--- src/rtl/dtm_pkg.sv ---
// dtm_pkg: constants for the dual timer and reload timer block
package dtm_pkg;
  // ****************************************
  // special function register addresses
  // ****************************************
  localparam logic [7:0] ADDR_T0_LOW   = 8'h8a;
  localparam logic [7:0] ADDR_T1_LOW   = 8'h8b;
  localparam logic [7:0] ADDR_T0_HIGH  = 8'h8c;
  localparam logic [7:0] ADDR_T1_HIGH  = 8'h8d;
  localparam logic [7:0] ADDR_T2_CTRL  = 8'hc8;
  localparam logic [7:0] ADDR_T2_MODE  = 8'hc9;
  localparam logic [7:0] ADDR_T2_RLD_L = 8'hca;
  localparam logic [7:0] ADDR_T2_RLD_H = 8'hcb;
  localparam logic [7:0] ADDR_T2_CNT_L = 8'hcc;
  localparam logic [7:0] ADDR_T2_CNT_H = 8'hcd;
  // ****************************************
  // field positions and reset values
  // ****************************************
  localparam int         T2C_OVF_BIT  = 7;
  localparam int         T2C_RXSEL    = 5;
  localparam int         T2C_TXSEL    = 4;
  localparam int         T2C_RUN      = 2;
  localparam int         T2C_CNTSEL   = 1;
  localparam logic [7:0] T2C_WMASK    = 8'h7e;
  localparam int         T2M_DOWN_EN  = 0;
  localparam int         T2M_RD_FLAG  = 2;
  localparam logic [7:0] T2M_WMASK    = 8'h01;
  localparam int         T2MODE_BAUD  = 1;
  localparam logic [7:0] RST_BYTE     = 8'h00;
  localparam logic [7:0] ONE_BYTE     = 8'h01;
  localparam int         MSB          = 7;
  // ****************************************
  // machine cycle: six clocks per cycle
  // ****************************************
  localparam int         STATES_PER_CYCLE = 6;
  localparam int         ACK_T1_DELAY     = 2;
  typedef enum logic [2:0] {ST_S1, ST_S2, ST_S3, ST_S4, ST_S5, ST_S6} dtm_state_t;
endpackage

--- src/rtl/dtm_inc_if.sv ---
// dtm_inc_if: shared incrementer request and result bundle
`timescale 1ns/10ps
interface dtm_inc_if;
  logic [7:0] operand;
  logic       enable;
  logic [7:0] result;
  logic       overflow;
  modport user (output operand, output enable, input result, input overflow);
  modport unit (input operand, input enable, output result, output overflow);
endinterface

--- src/rtl/dtm_incrementer.sv ---
// dtm_incrementer: the single shared 8-bit incrementer
`timescale 1ns/10ps
module dtm_incrementer
(
  // ****************************************
  // request and result
  // ****************************************
  dtm_inc_if.unit inc
);
  // ****************************************
  // combinational increment
  // ****************************************
  always_comb
  begin
    inc.result   = inc.enable ? inc.operand + dtm_pkg::ONE_BYTE : inc.operand;
    // msb falling from one to zero marks the wrap
    inc.overflow = inc.enable & inc.operand[dtm_pkg::MSB] & ~inc.result[dtm_pkg::MSB];
  end
endmodule

--- src/rtl/dtm_sync.sv ---
// dtm_sync: two flip-flop synchroniser for pin inputs
`timescale 1ns/10ps
module dtm_sync #(parameter int W = 3)
(
  // ****************************************
  // clock and control
  // ****************************************
  input  wire logic         i_clk_sys,
  input  wire logic         i_nrst,
  input  wire logic         i_ce,
  // ****************************************
  // data
  // ****************************************
  input  wire logic [W-1:0] i_async,
  output logic      [W-1:0] o_sync
);
  typedef struct packed {logic [W-1:0] s1; logic [W-1:0] s2;} dtm_sync_t;
  dtm_sync_t st_ff;
  dtm_sync_t nxt_st;
  always_comb
  begin
    nxt_st    = st_ff;
    nxt_st.s1 = i_async;
    nxt_st.s2 = st_ff.s1;
  end
  always_ff @(posedge i_clk_sys)
  begin
    if (!i_nrst)
      st_ff <= '0;
    else if (i_ce)
      st_ff <= nxt_st;
  end
  assign o_sync = st_ff.s2;
endmodule

--- src/rtl/dtm_timers.sv ---
// dtm_timers: two cascaded timer/counters and the reload timer
// What this block does
// - one shared 8-bit incrementer serves both timers
// - S1 steps timer0 low on tick or edge
// - S2 steps timer0 high on carry, updates flag
// - S3 steps timer1 low on tick or edge
// - S4 steps timer1 high on carry, updates flag
// - overflow is msb going one to zero
// - low carry registered, enables next high step
// - high overflow sets flag and pulse flip-flop
// - interrupt sampling in S2, one cycle late
// - service starts fourth machine cycle after overflow
// - ack clears flag0 at next S2, flag1 at the second S4 after it
// - set beats acknowledge clear in same cycle
// - timer2 auto-reload up/down or baud generator
// - firmware write in S6 beats hardware update, except a timer2 flag set
// - timer2 steps in S1, except in baud counter operation, which steps on a pin edge in any clock
// - timer mode counts once per six clocks
// - timer2 flag bit7 set, firmware clears, baud never
// - bit5 routes timer2 overflow to receive clock
// - bit4 routes timer2 overflow to transmit clock
// - bit2 runs timer2, firmware only
// - bit1 selects counter operation for timer2
// - gate makes timer0 need irq pin high
// - auto-reload mode reloads low from high
// - reload mode loads count from reload bytes on up-count overflow, 16'hffff on a down-count reload match
`timescale 1ns/10ps
module dtm_timers
(
  // ****************************************
  // clock, reset, enable
  // ****************************************
  input  wire logic       i_clk_sys,
  input  wire logic       i_nrst,
  input  wire logic       i_ce,
  // ****************************************
  // special function register port
  // ****************************************
  input  wire logic [7:0] i_sfr_addr,
  input  wire logic       i_sfr_wr,
  input  wire logic       i_sfr_rd,
  input  wire logic [7:0] i_sfr_wdata,
  output logic      [7:0] o_sfr_rdata,
  output logic            o_sfr_hit,
  // ****************************************
  // timer0/1 configuration from the control and mode registers
  // ****************************************
  input  wire logic       i_timer0_run,
  input  wire logic       i_timer0_gate_enable,
  input  wire logic       i_timer0_counter_sel,
  input  wire logic [1:0] i_timer0_mode,
  input  wire logic       i_timer1_run,
  input  wire logic       i_timer1_counter_sel,
  input  wire logic [1:0] i_timer1_mode,
  // ****************************************
  // pins
  // ****************************************
  input  wire logic       i_timer0_count_input,
  input  wire logic       i_timer1_count_input,
  input  wire logic       i_timer2_count_input,
  input  wire logic       i_ext_irq0_input,
  // ****************************************
  // interrupt acknowledge and flags
  // ****************************************
  input  wire logic       i_irq_ack,
  output logic            o_timer0_overflow_flag,
  output logic            o_timer1_overflow_flag,
  output logic            o_timer2_overflow_flag,
  output logic [2:0]      o_machine_state,
  // ****************************************
  // overflow pulses and serial clocks
  // ****************************************
  output logic            o_timer0_overflow_pulse,
  output logic            o_timer1_overflow_pulse,
  output logic            o_serial_rx_clock,
  output logic            o_serial_tx_clock
);
  typedef struct packed {
    dtm_pkg::dtm_state_t state;
    logic [7:0] t0l;
    logic [7:0] t0h;
    logic [7:0] t1l;
    logic [7:0] t1h;
    logic       t0_carry;
    logic       t1_carry;
    logic       tf0;
    logic       tf1;
    logic       t0_pulse;
    logic       t1_pulse;
    logic [1:0] ack_cnt;
    logic       ack_pend;
    logic       cnt0_prev;
    logic       cnt1_prev;
    logic       cnt2_prev;
    logic       edge0;
    logic       edge1;
    logic [7:0] timer2_control;
    logic [7:0] timer2_mode_config;
    logic [7:0] rld_l;
    logic [7:0] rld_h;
    logic [15:0] t2cnt;
    logic       t2_pulse;
    logic [7:0] rdata;
  } dtm_timers_t;

  dtm_timers_t st_ff;
  dtm_timers_t nxt_st;
  logic [2:0]  pins_sync;
  logic        t0_en;
  logic        t1_en;
  logic        t2_baud;
  logic        t2_step;
  logic [15:0] t2_next;
  logic        t2_ovf;

  dtm_inc_if inc ();

  // ****************************************
  // shared incrementer and pin synchronisers
  // ****************************************
  dtm_incrementer u_inc (.inc(inc));

  dtm_sync #(.W(3)) u_sync
  (
    .i_clk_sys (i_clk_sys),
    .i_nrst    (i_nrst),
    .i_ce      (i_ce),
    .i_async   ({i_timer2_count_input, i_timer1_count_input, i_timer0_count_input}),
    .o_sync    (pins_sync)
  );

  // gate pin is only fed into the enable term after both stages
  logic irq0_s1_ff;
  logic irq0_ff;
  always_ff @(posedge i_clk_sys)
  begin
    if (!i_nrst)
    begin
      irq0_s1_ff <= 1'b0;
      irq0_ff    <= 1'b0;
    end
    else if (i_ce)
    begin
      irq0_s1_ff <= i_ext_irq0_input;
      irq0_ff    <= irq0_s1_ff;
    end
  end

  function automatic logic sfr_write(input logic [7:0] a, input logic [7:0] target);
    sfr_write = i_sfr_wr && (st_ff.state == dtm_pkg::ST_S6) && (a == target);
  endfunction

  // ****************************************
  // next state
  // ****************************************
  always_comb
  begin
    nxt_st = st_ff;
    t0_en = i_timer0_run & (irq0_ff | ~i_timer0_gate_enable);
    t1_en = i_timer1_run && (i_timer1_mode != 2'h3);
    t2_baud = st_ff.timer2_control[dtm_pkg::T2C_RXSEL] | st_ff.timer2_control[dtm_pkg::T2C_TXSEL];
    inc.operand = st_ff.t0l;
    inc.enable  = 1'b0;
    nxt_st.t0_pulse = 1'b0;
    nxt_st.t1_pulse = 1'b0;
    nxt_st.t2_pulse = 1'b0;
    nxt_st.state = (st_ff.state == dtm_pkg::ST_S6) ? dtm_pkg::ST_S1
                 : dtm_pkg::dtm_state_t'(st_ff.state + 3'h1);
    case (st_ff.state)
      dtm_pkg::ST_S1:
      begin
        inc.operand = st_ff.t0l;
        inc.enable  = t0_en & (~i_timer0_counter_sel | st_ff.edge0);
        nxt_st.t0l  = inc.result;
        nxt_st.t0_carry = inc.overflow;
        if (inc.overflow && i_timer0_mode == 2'h2)
          nxt_st.t0l = st_ff.t0h;
      end
      dtm_pkg::ST_S2:
      begin
        inc.operand = st_ff.t0h;
        inc.enable  = st_ff.t0_carry && (i_timer0_mode != 2'h2);
        nxt_st.t0h  = inc.result;
        nxt_st.t0_pulse = inc.overflow;
        if (inc.overflow)
          nxt_st.tf0 = 1'b1;
        else if (st_ff.ack_pend)
          nxt_st.tf0 = 1'b0;
        // sample pins once per machine cycle
        nxt_st.cnt0_prev = pins_sync[0];
        nxt_st.edge0 = st_ff.cnt0_prev & ~pins_sync[0];
      end
      dtm_pkg::ST_S3:
      begin
        inc.operand = st_ff.t1l;
        inc.enable  = t1_en & (~i_timer1_counter_sel | st_ff.edge1);
        nxt_st.t1l  = inc.result;
        nxt_st.t1_carry = inc.overflow;
        if (inc.overflow && i_timer1_mode == 2'h2)
          nxt_st.t1l = st_ff.t1h;
      end
      dtm_pkg::ST_S4:
      begin
        inc.operand = st_ff.t1h;
        inc.enable  = st_ff.t1_carry && (i_timer1_mode != 2'h2);
        nxt_st.t1h  = inc.result;
        nxt_st.t1_pulse = inc.overflow;
        if (inc.overflow)
          nxt_st.tf1 = 1'b1;
        else if (st_ff.ack_cnt == 2'(dtm_pkg::ACK_T1_DELAY))
          nxt_st.tf1 = 1'b0;
        nxt_st.cnt1_prev = pins_sync[1];
        nxt_st.edge1 = st_ff.cnt1_prev & ~pins_sync[1];
      end
      default:
      begin
        inc.enable = 1'b0;
      end
    endcase
    // acknowledge: flag0 cleared at next S2, flag1 at the second S4 after it
    if (st_ff.state == dtm_pkg::ST_S2)
      nxt_st.ack_pend = 1'b0;
    if (st_ff.state == dtm_pkg::ST_S4 && st_ff.ack_cnt != 2'h0)
      nxt_st.ack_cnt = (st_ff.ack_cnt == 2'(dtm_pkg::ACK_T1_DELAY)) ? 2'h0
                     : 2'(st_ff.ack_cnt + 2'h1);
    if (i_irq_ack)
    begin
      nxt_st.ack_pend = 1'b1;
      nxt_st.ack_cnt  = 2'h1;
    end
    // low byte read clears the read flag; a hardware set below still wins
    if (i_sfr_rd && i_sfr_addr == dtm_pkg::ADDR_T2_CNT_L)
      nxt_st.timer2_mode_config[dtm_pkg::T2M_RD_FLAG] = 1'b0;
    // baud counter watches every clock, otherwise the pin is sampled in S1 only
    if (t2_baud || st_ff.state == dtm_pkg::ST_S1)
      nxt_st.cnt2_prev = pins_sync[2];
    if (t2_baud && st_ff.timer2_control[dtm_pkg::T2C_CNTSEL])
      t2_step = st_ff.cnt2_prev & ~pins_sync[2];
    else if (st_ff.timer2_control[dtm_pkg::T2C_CNTSEL])
      t2_step = (st_ff.state == dtm_pkg::ST_S1) & st_ff.cnt2_prev & ~pins_sync[2];
    else
      t2_step = (st_ff.state == dtm_pkg::ST_S1);
    t2_step = t2_step & st_ff.timer2_control[dtm_pkg::T2C_RUN];
    t2_ovf  = 1'b0;
    t2_next = st_ff.t2cnt;
    if (t2_step)
    begin
      if (t2_baud || st_ff.timer2_mode_config[dtm_pkg::T2M_DOWN_EN])
      begin
        t2_ovf  = (st_ff.t2cnt == 16'hffff);
        t2_next = t2_ovf ? {st_ff.rld_h, st_ff.rld_l} : 16'(st_ff.t2cnt + 16'h1);
      end
      else
      begin
        t2_ovf  = (st_ff.t2cnt == {st_ff.rld_h, st_ff.rld_l});
        t2_next = t2_ovf ? 16'hffff : 16'(st_ff.t2cnt - 16'h1);
      end
      if (t2_next[15:8] != st_ff.t2cnt[15:8])
        nxt_st.timer2_mode_config[dtm_pkg::T2M_RD_FLAG] = 1'b1;
    end
    nxt_st.t2cnt    = t2_next;
    nxt_st.t2_pulse = t2_ovf;
    if (t2_ovf && !t2_baud)
      nxt_st.timer2_control[dtm_pkg::T2C_OVF_BIT] = 1'b1;
    // firmware writes land in S6 and override hardware, except a timer2 overflow flag set
    if (sfr_write(i_sfr_addr, dtm_pkg::ADDR_T0_LOW))
      nxt_st.t0l = i_sfr_wdata;
    if (sfr_write(i_sfr_addr, dtm_pkg::ADDR_T0_HIGH))
      nxt_st.t0h = i_sfr_wdata;
    if (sfr_write(i_sfr_addr, dtm_pkg::ADDR_T1_LOW))
      nxt_st.t1l = i_sfr_wdata;
    if (sfr_write(i_sfr_addr, dtm_pkg::ADDR_T1_HIGH))
      nxt_st.t1h = i_sfr_wdata;
    if (sfr_write(i_sfr_addr, dtm_pkg::ADDR_T2_CTRL))
    begin
      // flag only clearable; reserved bit0 held at zero regardless
      // an overflow outside baud mode in the same cycle as a clearing write keeps the flag set
      nxt_st.timer2_control = (i_sfr_wdata & dtm_pkg::T2C_WMASK)
                   | {(st_ff.timer2_control[dtm_pkg::T2C_OVF_BIT] & i_sfr_wdata[dtm_pkg::T2C_OVF_BIT])
                      | (t2_ovf & ~t2_baud), 7'h00};
    end
    if (sfr_write(i_sfr_addr, dtm_pkg::ADDR_T2_MODE))
      nxt_st.timer2_mode_config = (nxt_st.timer2_mode_config & ~dtm_pkg::T2M_WMASK) | (i_sfr_wdata & dtm_pkg::T2M_WMASK);
    if (sfr_write(i_sfr_addr, dtm_pkg::ADDR_T2_RLD_L))
      nxt_st.rld_l = i_sfr_wdata;
    if (sfr_write(i_sfr_addr, dtm_pkg::ADDR_T2_RLD_H))
      nxt_st.rld_h = i_sfr_wdata;
    if (sfr_write(i_sfr_addr, dtm_pkg::ADDR_T2_CNT_L))
      nxt_st.t2cnt[7:0] = i_sfr_wdata;
    if (sfr_write(i_sfr_addr, dtm_pkg::ADDR_T2_CNT_H))
      nxt_st.t2cnt[15:8] = i_sfr_wdata;
    // read data
    case (i_sfr_addr)
      dtm_pkg::ADDR_T0_LOW:   nxt_st.rdata = st_ff.t0l;
      dtm_pkg::ADDR_T0_HIGH:  nxt_st.rdata = st_ff.t0h;
      dtm_pkg::ADDR_T1_LOW:   nxt_st.rdata = st_ff.t1l;
      dtm_pkg::ADDR_T1_HIGH:  nxt_st.rdata = st_ff.t1h;
      dtm_pkg::ADDR_T2_CTRL:  nxt_st.rdata = st_ff.timer2_control;
      dtm_pkg::ADDR_T2_MODE:  nxt_st.rdata = st_ff.timer2_mode_config;
      dtm_pkg::ADDR_T2_RLD_L: nxt_st.rdata = st_ff.rld_l;
      dtm_pkg::ADDR_T2_RLD_H: nxt_st.rdata = st_ff.rld_h;
      dtm_pkg::ADDR_T2_CNT_L: nxt_st.rdata = st_ff.t2cnt[7:0];
      dtm_pkg::ADDR_T2_CNT_H: nxt_st.rdata = st_ff.t2cnt[15:8];
      default:                nxt_st.rdata = dtm_pkg::RST_BYTE;
    endcase
  end

  // ****************************************
  // state register
  // ****************************************
  always_ff @(posedge i_clk_sys)
  begin
    if (!i_nrst)
    begin
      st_ff       <= '0;
      st_ff.state <= dtm_pkg::ST_S1;
    end
    else if (i_ce)
      st_ff <= nxt_st;
  end

  // ****************************************
  // outputs
  // ****************************************
  always_comb
  begin
    o_sfr_hit = (i_sfr_addr >= dtm_pkg::ADDR_T0_LOW && i_sfr_addr <= dtm_pkg::ADDR_T1_HIGH)
             || (i_sfr_addr >= dtm_pkg::ADDR_T2_CTRL && i_sfr_addr <= dtm_pkg::ADDR_T2_CNT_H);
  end
  assign o_sfr_rdata             = st_ff.rdata;
  // flags sit stable for the interrupt controller's S2 scan
  assign o_timer0_overflow_flag  = st_ff.tf0;
  assign o_timer1_overflow_flag  = st_ff.tf1;
  assign o_timer2_overflow_flag  = st_ff.timer2_control[dtm_pkg::T2C_OVF_BIT];
  assign o_machine_state         = st_ff.state;
  assign o_timer0_overflow_pulse = st_ff.t0_pulse;
  assign o_timer1_overflow_pulse = st_ff.t1_pulse;
  assign o_serial_rx_clock = st_ff.timer2_control[dtm_pkg::T2C_RXSEL] ? st_ff.t2_pulse
                                                             : st_ff.t1_pulse;
  assign o_serial_tx_clock = st_ff.timer2_control[dtm_pkg::T2C_TXSEL] ? st_ff.t2_pulse
                                                             : st_ff.t1_pulse;
endmodule

--- config.mk ---
export PLATFORM = sky130hd
export DESIGN_NAME = dtm_timers
export DESIGN_NICKNAME = d
export VERILOG_FILES = /design/src/rtl/dtm_pkg.sv /design/src/rtl/dtm_inc_if.sv /design/src/rtl/dtm_incrementer.sv /design/src/rtl/dtm_sync.sv /design/src/rtl/dtm_timers.sv
export SDC_FILE = /design/constraint.sdc
export NUM_CORES = 1
export LEC_CHECK = 0
export ABC_AREA = 1
export BUFFER_PORTS_ARGS = -buffer_cell sky130_fd_sc_hd__buf_2
export CORE_UTILIZATION = 62
export DETAILED_ROUTE_END_ITERATION = 6
export PLACE_DENSITY = 0.82
export SLEW_MARGIN = 20
export SYNTH_ARGS = -nofsm -noshare
export SYNTH_HDL_FRONTEND = slang
export SYNTH_SLANG_ARGS = --single-unit
export TNS_END_PERCENT = 1
--- constraint.sdc ---
create_clock -name i_clk_sys -period 2.9 [get_ports i_clk_sys]
set_input_delay 0.29 -clock i_clk_sys [delete_from_list [all_inputs] [get_ports i_clk_sys]]
set_output_delay 0.29 -clock i_clk_sys [all_outputs]
set_load 0.02 [all_outputs]
* Word level (Yosys, flattened, before mapping) *
Cells that the tools add are included.

word-level totals
  register bits after elaboration = 114
  bits of input ports = 35
  output and inout port bits = 19

cells by class
  add/subtract/negate cells = 5
  order comparisons = 4
  equal/unequal tests = 23
  multiplexer cells = 44
  bitwise gates (word level) = 28
  reduce and logical (&&, ||, !) cells = 59

operators by type and width
  operator                 number
  $mux W8                  14
  $eq A8 B8 Y1 const B     10
  $mux W16                 5
  $pmux W8 S10             1
  $reduce_and A2 Y1        18
  $pmux W8 S3              1
  $reduce_bool A2 Y1       12
  $logic_and A1 B1 Y1      22
  $mux W1                  17
  $add A16 B1 Y16 const B  1
  $eq A16 B16 Y1           1
  $eq A16 B16 Y1 const B   1
  $ge A8 B8 Y1 const B     2
  $le A8 B8 Y1 const B     2
  $sub A16 B1 Y16 const B  1
  $and A1 B1 Y1            13
  $mux W3                  3
  $add A8 B1 Y8 const B    1
  $ne A8 B8 Y1             1
  $not A1 Y1               8
  $or A7 B8 Y8             1
  $or A8 B1 Y8             1
  $eq A2 B2 Y1 const B     3
  $eq A3 B2 Y1 const B     2
  12 further kinds         22

* Logic depth before layout (Yosys ltp) *
  depth in word-level cells = 12
  mapped depth = 20

* Hierarchy *
From an unflattened synthesis, not the netlist that was laid out.

unflattened totals
  cell total of the unflattened synthesis = 1134
  area, all modules = 7310.8 um^2

by module, submodules not included
  module           instances  cells each  area each (um^2)  sequential area each (um^2)
  dtm_timers       1          1061        6865.3            2021.9
  dtm_sync         1          37          256.5             120.1
  dtm_incrementer  1          36          188.9             0.0

* Worst setup path after synthesis *
OpenSTA, ideal clock, no wires.

  kind = register to register
  start = reg st_ff (netlist bit o_machine_state[2])
  end = reg st_ff[97] (netlist bit)
  library setup time = 0.070 ns
  data arrival time = 2.398 ns
  path slack = 0.432 ns
  stages on the path, launching flop included = 16
  clock period less this slack = 2.468 ns
  cells stage by stage = dfxtp_1 -> inv_2 -> ha_1 -> buf_2 -> inv_1 -> nand3_4 -> buf_6 -> nor2_1 -> a31oi_4 -> ha_1 -> nand2_1 -> nor2_1 -> or2_2 -> a21oi_1 -> o21ai_1 -> a21oi_1

on the way
  cells in the longest elaborated chain, start to end = 10
  elaborated cells on any way between the ends = 20
  classes of those cells = add/sub: 1; eq/ne: 4; mux: 6; bitwise: 3; reduce/logical: 6

RTL lines
  element                                              line                   source
  start, declared                                      dtm_timers.sv:106      dtm_timers_t st_ff;
  start signal, assigned                               dtm_timers.sv:319      st_ff <= nxt_st;
  $eq A3 B2 Y1 / $eq A3 B1 Y1 (equally long branches)  dtm_timers.sv:169      case (st_ff.state)
  $pmux W8 S3                                          dtm_timers.sv:169
  $add A8 B1 Y8                                        dtm_incrementer.sv:15  inc.result = inc.enable ? inc.operand + dtm_pkg::ONE_BYTE : inc.operand;
  $mux W8                                              dtm_incrementer.sv:15
  $not A1 Y1                                           dtm_incrementer.sv:17  inc.overflow = inc.enable & inc.operand[dtm_pkg::MSB] & ~inc.result[dtm_pkg::MSB];
  $and A1 B1 Y1                                        dtm_incrementer.sv:17
  $logic_and A1 B1 Y1                                  dtm_timers.sv:176      if (inc.overflow && i_timer0_mode == 2'h2)
  $mux W8                                              dtm_timers.sv:176
  $mux W8                                              dtm_timers.sv:169
  $mux W8                                              dtm_timers.sv:266      if (sfr_write(i_sfr_addr, dtm_pkg::ADDR_T0_LOW))

Parallel ways exist; a longest one is shown, timed or not. The select of a mux whose other input is x is not followed.
A chain may end at the register's enable or synchronous reset.

* Worst setup path after layout *
  start = reg st_ff (netlist bit o_machine_state[2])
  end = reg st_ff[78] (netlist bit)

on the way
  cells in the longest elaborated chain, start to end = 6
  elaborated cells on any way between the ends = 15
  classes of those cells = add/sub: 1; eq/ne: 4; mux: 5; reduce/logical: 5

RTL lines
  element                                              line                   source
  $eq A3 B2 Y1 / $eq A3 B1 Y1 (equally long branches)  dtm_timers.sv:169
  $pmux W8 S3                                          dtm_timers.sv:169
  $add A8 B1 Y8                                        dtm_incrementer.sv:15
  $mux W8                                              dtm_incrementer.sv:15
  $mux W8                                              dtm_timers.sv:169
  $mux W8                                              dtm_timers.sv:272      if (sfr_write(i_sfr_addr, dtm_pkg::ADDR_T1_HIGH))

Parallel ways exist; a longest one is shown, timed or not. The select of a mux whose other input is x is not followed.

==> metrics <==
status=finished, final reports clean; worst path required time=3.14 ns; Diodes inserted=0; Leak Pwr=0.00380 uW; syn nets=1265; commonest non-fill, non-tap cells in the layout=nand2_1 (361), inv_1 (150), o21ai_0 (109); CTS sink count=107; vias=8583; VDD IR max=0.000423 V; DRC viols=0; Slew Limit Headroom=0.555; Logic pwr share=0.132; mux contribution to synthesized area=0; Synth Flop Type=dfxtp_1; register area=2140 um^2; H-tree depth=3; Synth Area in Simple Gates=0.346; hold_buf cts=0; mapped cell area=7420 um^2; area growth from synthesis to layout=8.74%; commonest non-fill, non-tap cell in the layout=nand2_1; gpl congestion=1.03; setup TNS=0 ns; slew at the pin closest to its max-slew limit=0.665 ns; Die H=111 um; compound-gate portion of the synthesized area=0.221; fraction of the mapped netlist area in adder cells=0.00844; CTS root buffer=clkbuf_16; Slew Limit Fails=0; post-DR vias/cell=6.10; fmax=369 MHz; RSZ-0062 raised after global routing=false; initial core utilization=0.644; Psw=979 uW; Synth Instances=1225; xor/xnor share of the synthesized area=0.0142; 1st-iter DRT viols=1090; area of the multi-input gates=4380 um^2; post-CTS setup repair buffer count=0; vias in the first global route=7861; filler cell count=1089; Congestion Overflow GR=0; final hold violation count=0; hold crit path type=input port to register; number of synthesized register bits=107; sequential power share=0.477; Hold Slack=0.150 ns; ys async rst share=0; hpwl dp=19400 um; Max Cap Viol=0; syn avg cell area=6.05 um^2; Post-synth EDFFs=0; Period Utilization, post-route=0.934; Die ar.=12400 um^2; final net count=1300; clk slew on worst S/H paths=0.08 ns; initial antenna violation count=0; largest net degree at the start of global routing=42; port bufs=53; final setup fails=0; clk_skew=0.00984 ns; Yosys warnings=0; number of CTS-inserted buffers=9; Clock Power Share=0.390; GRT Total Usage=0.432; clock tree buffer depth=2; CORE AREA=11500 um^2; drt total wl=25800 um; PD cells=400 nW/um^2; crit start category=register; Site Rows=39; sequential share of the synthesized area=0.289; largest family of logic cells by synthesized area=simple AND/OR/NAND/NOR gates; Worst Path Arrival=2.94 ns; # IOs=54; maximum fanout along the worst path=15; WS Path Type=register to register; Pint=2250 uW; fin crit period=2.71 ns; clock latency on the worst-skew pair=0.36 ns; die width=111 um; sw frac=0.304; Antenna Nets Post-Route=0; CP Capture Type=register; Synth cell types=45; router iterations before antenna repair=5; first-pass GRT wire length=41700 um; TritonCTS clock tree=built; layout cell share with drive strength beyond 1=0.108; DR WL/cell=18.3 um
-- cell type report --
cell class / count / share of cell area
clock buffers: 9 / 0.0279
clock inverters: 7 / 0.00946
inverters: 159 / 0.0740
multi-input cells: 904 / 0.544
flip-flops and latches: 107 / 0.266
well taps: 143 / 0.0222
repair buffers: 79 / 0.0571
-- synthesized netlist by cell type (all sizes together), types with 6 or more instances --
cell / count / area (um^2)
a21oi: 82 / 422
buf: 34 / 221
inv: 156 / 586
nor3: 10 / 50.1
xor2: 12 / 105
nand3: 78 / 435
o21ai: 114 / 574
clkbuf: 21 / 78.8
a211oi: 9 / 67.6
nand2: 367 / 1390
a221oi: 6 / 52.6
dfxtp: 107 / 2140
o211ai: 10 / 75.1
a31oi: 26 / 178
nand4: 20 / 125
nor2: 121 / 504
o22ai: 14 / 87.6
-- kinds of logic after synthesis --
| kind of cell | after synthesis |
|---|---|
| adder cells (fa/ha/maj) | 5 |
| AND/OR/NAND/NOR | 605 |
| flip-flops | 107 |
| AO/OA/AOI/OAI | 282 |
| XOR/XNOR | 12 |
| buffers and inverters | 214 |
-- routing by layer --
metal / vias up / wire, um / global-route usage
met5: - / 0 / 0
met4: 0 / 1950 / 0.307
met3: 134 / 2280 / 0.102
met2: 506 / 11800 / 0.698
met1: 3847 / 9710 / 0.506
li1: 4096 / - / -
-- power groups by stage --
stage	clock, uW	combinational [uW]	sequential (uW)
floorplan	0	288	1560
CTS	1260	414	1540
global placement	0	407	1570
detailed placement	0	411	1570
global route	1330	471	1540
finish	1260	426	1540
-- timing repair --
item	CTS	global route
hold endpoints to repair	0	0
endpoints found under the setup margin	0	4
gates resized for setup	0	1
-- sequential cells by signal (all words and copies together) (netlist names) --
name,count
st_ff,83
o_timer0_overflow_flag,1
u_sync.nxt_st,3
o_sfr_rdata,8
o_timer2_overflow_flag,1
o_machine_state,3
irq0_ff,1
irq0_s1_ff,1
u_sync.o_sync,3
o_timer1_overflow_flag,1
o_timer1_overflow_pulse,1
o_timer0_overflow_pulse,1
-- path summary, 6_finish.rpt --
path | slack [ns] | endpoint | cells past startpoint | startpoint
min reg2reg | 0.46 | irq0_ff | 2 | irq0_ff
max | 0.19 | st_ff[78] | 14 | o_machine_state[2]
max reg2reg | 0.19 | st_ff[78] | 14 | o_machine_state[2]
min | 0.15 | u_sync.nxt_st[1] | 3 | i_timer1_count_input
-- critical path, cell delays in order (launching register included) --
cell and delay [ns]:
dfxtp_1 0.46, inv_2 0.13, ha_1 0.23, inv_1 0.11, nand3_4 0.18, o21ai_0 0.48, nand3_1 0.16, nor2_1 0.17
nand2_1 0.07, nand2_1 0.06, nand2_1 0.08, inv_1 0.16, nand2_1 0.08, nand3_1 0.14, a21oi_1 0.08
-- per-stage QoR --
step                      worst slack (ns)  total power, uW  cells  utilization  cell area [um^2]
after floorplan                      0.432             1850   1225            -              7420
after global placement               0.324             1980   1392        0.673              7750
after detailed placement             0.266             1980   1392        0.673              7750
after CTS                            0.234             3210   1408        0.700              8060
after global routing               0.00138             3340   1408        0.700              8060
final                                0.192             3230   1408        0.700              8060
(Power assumes the default switching activity.)
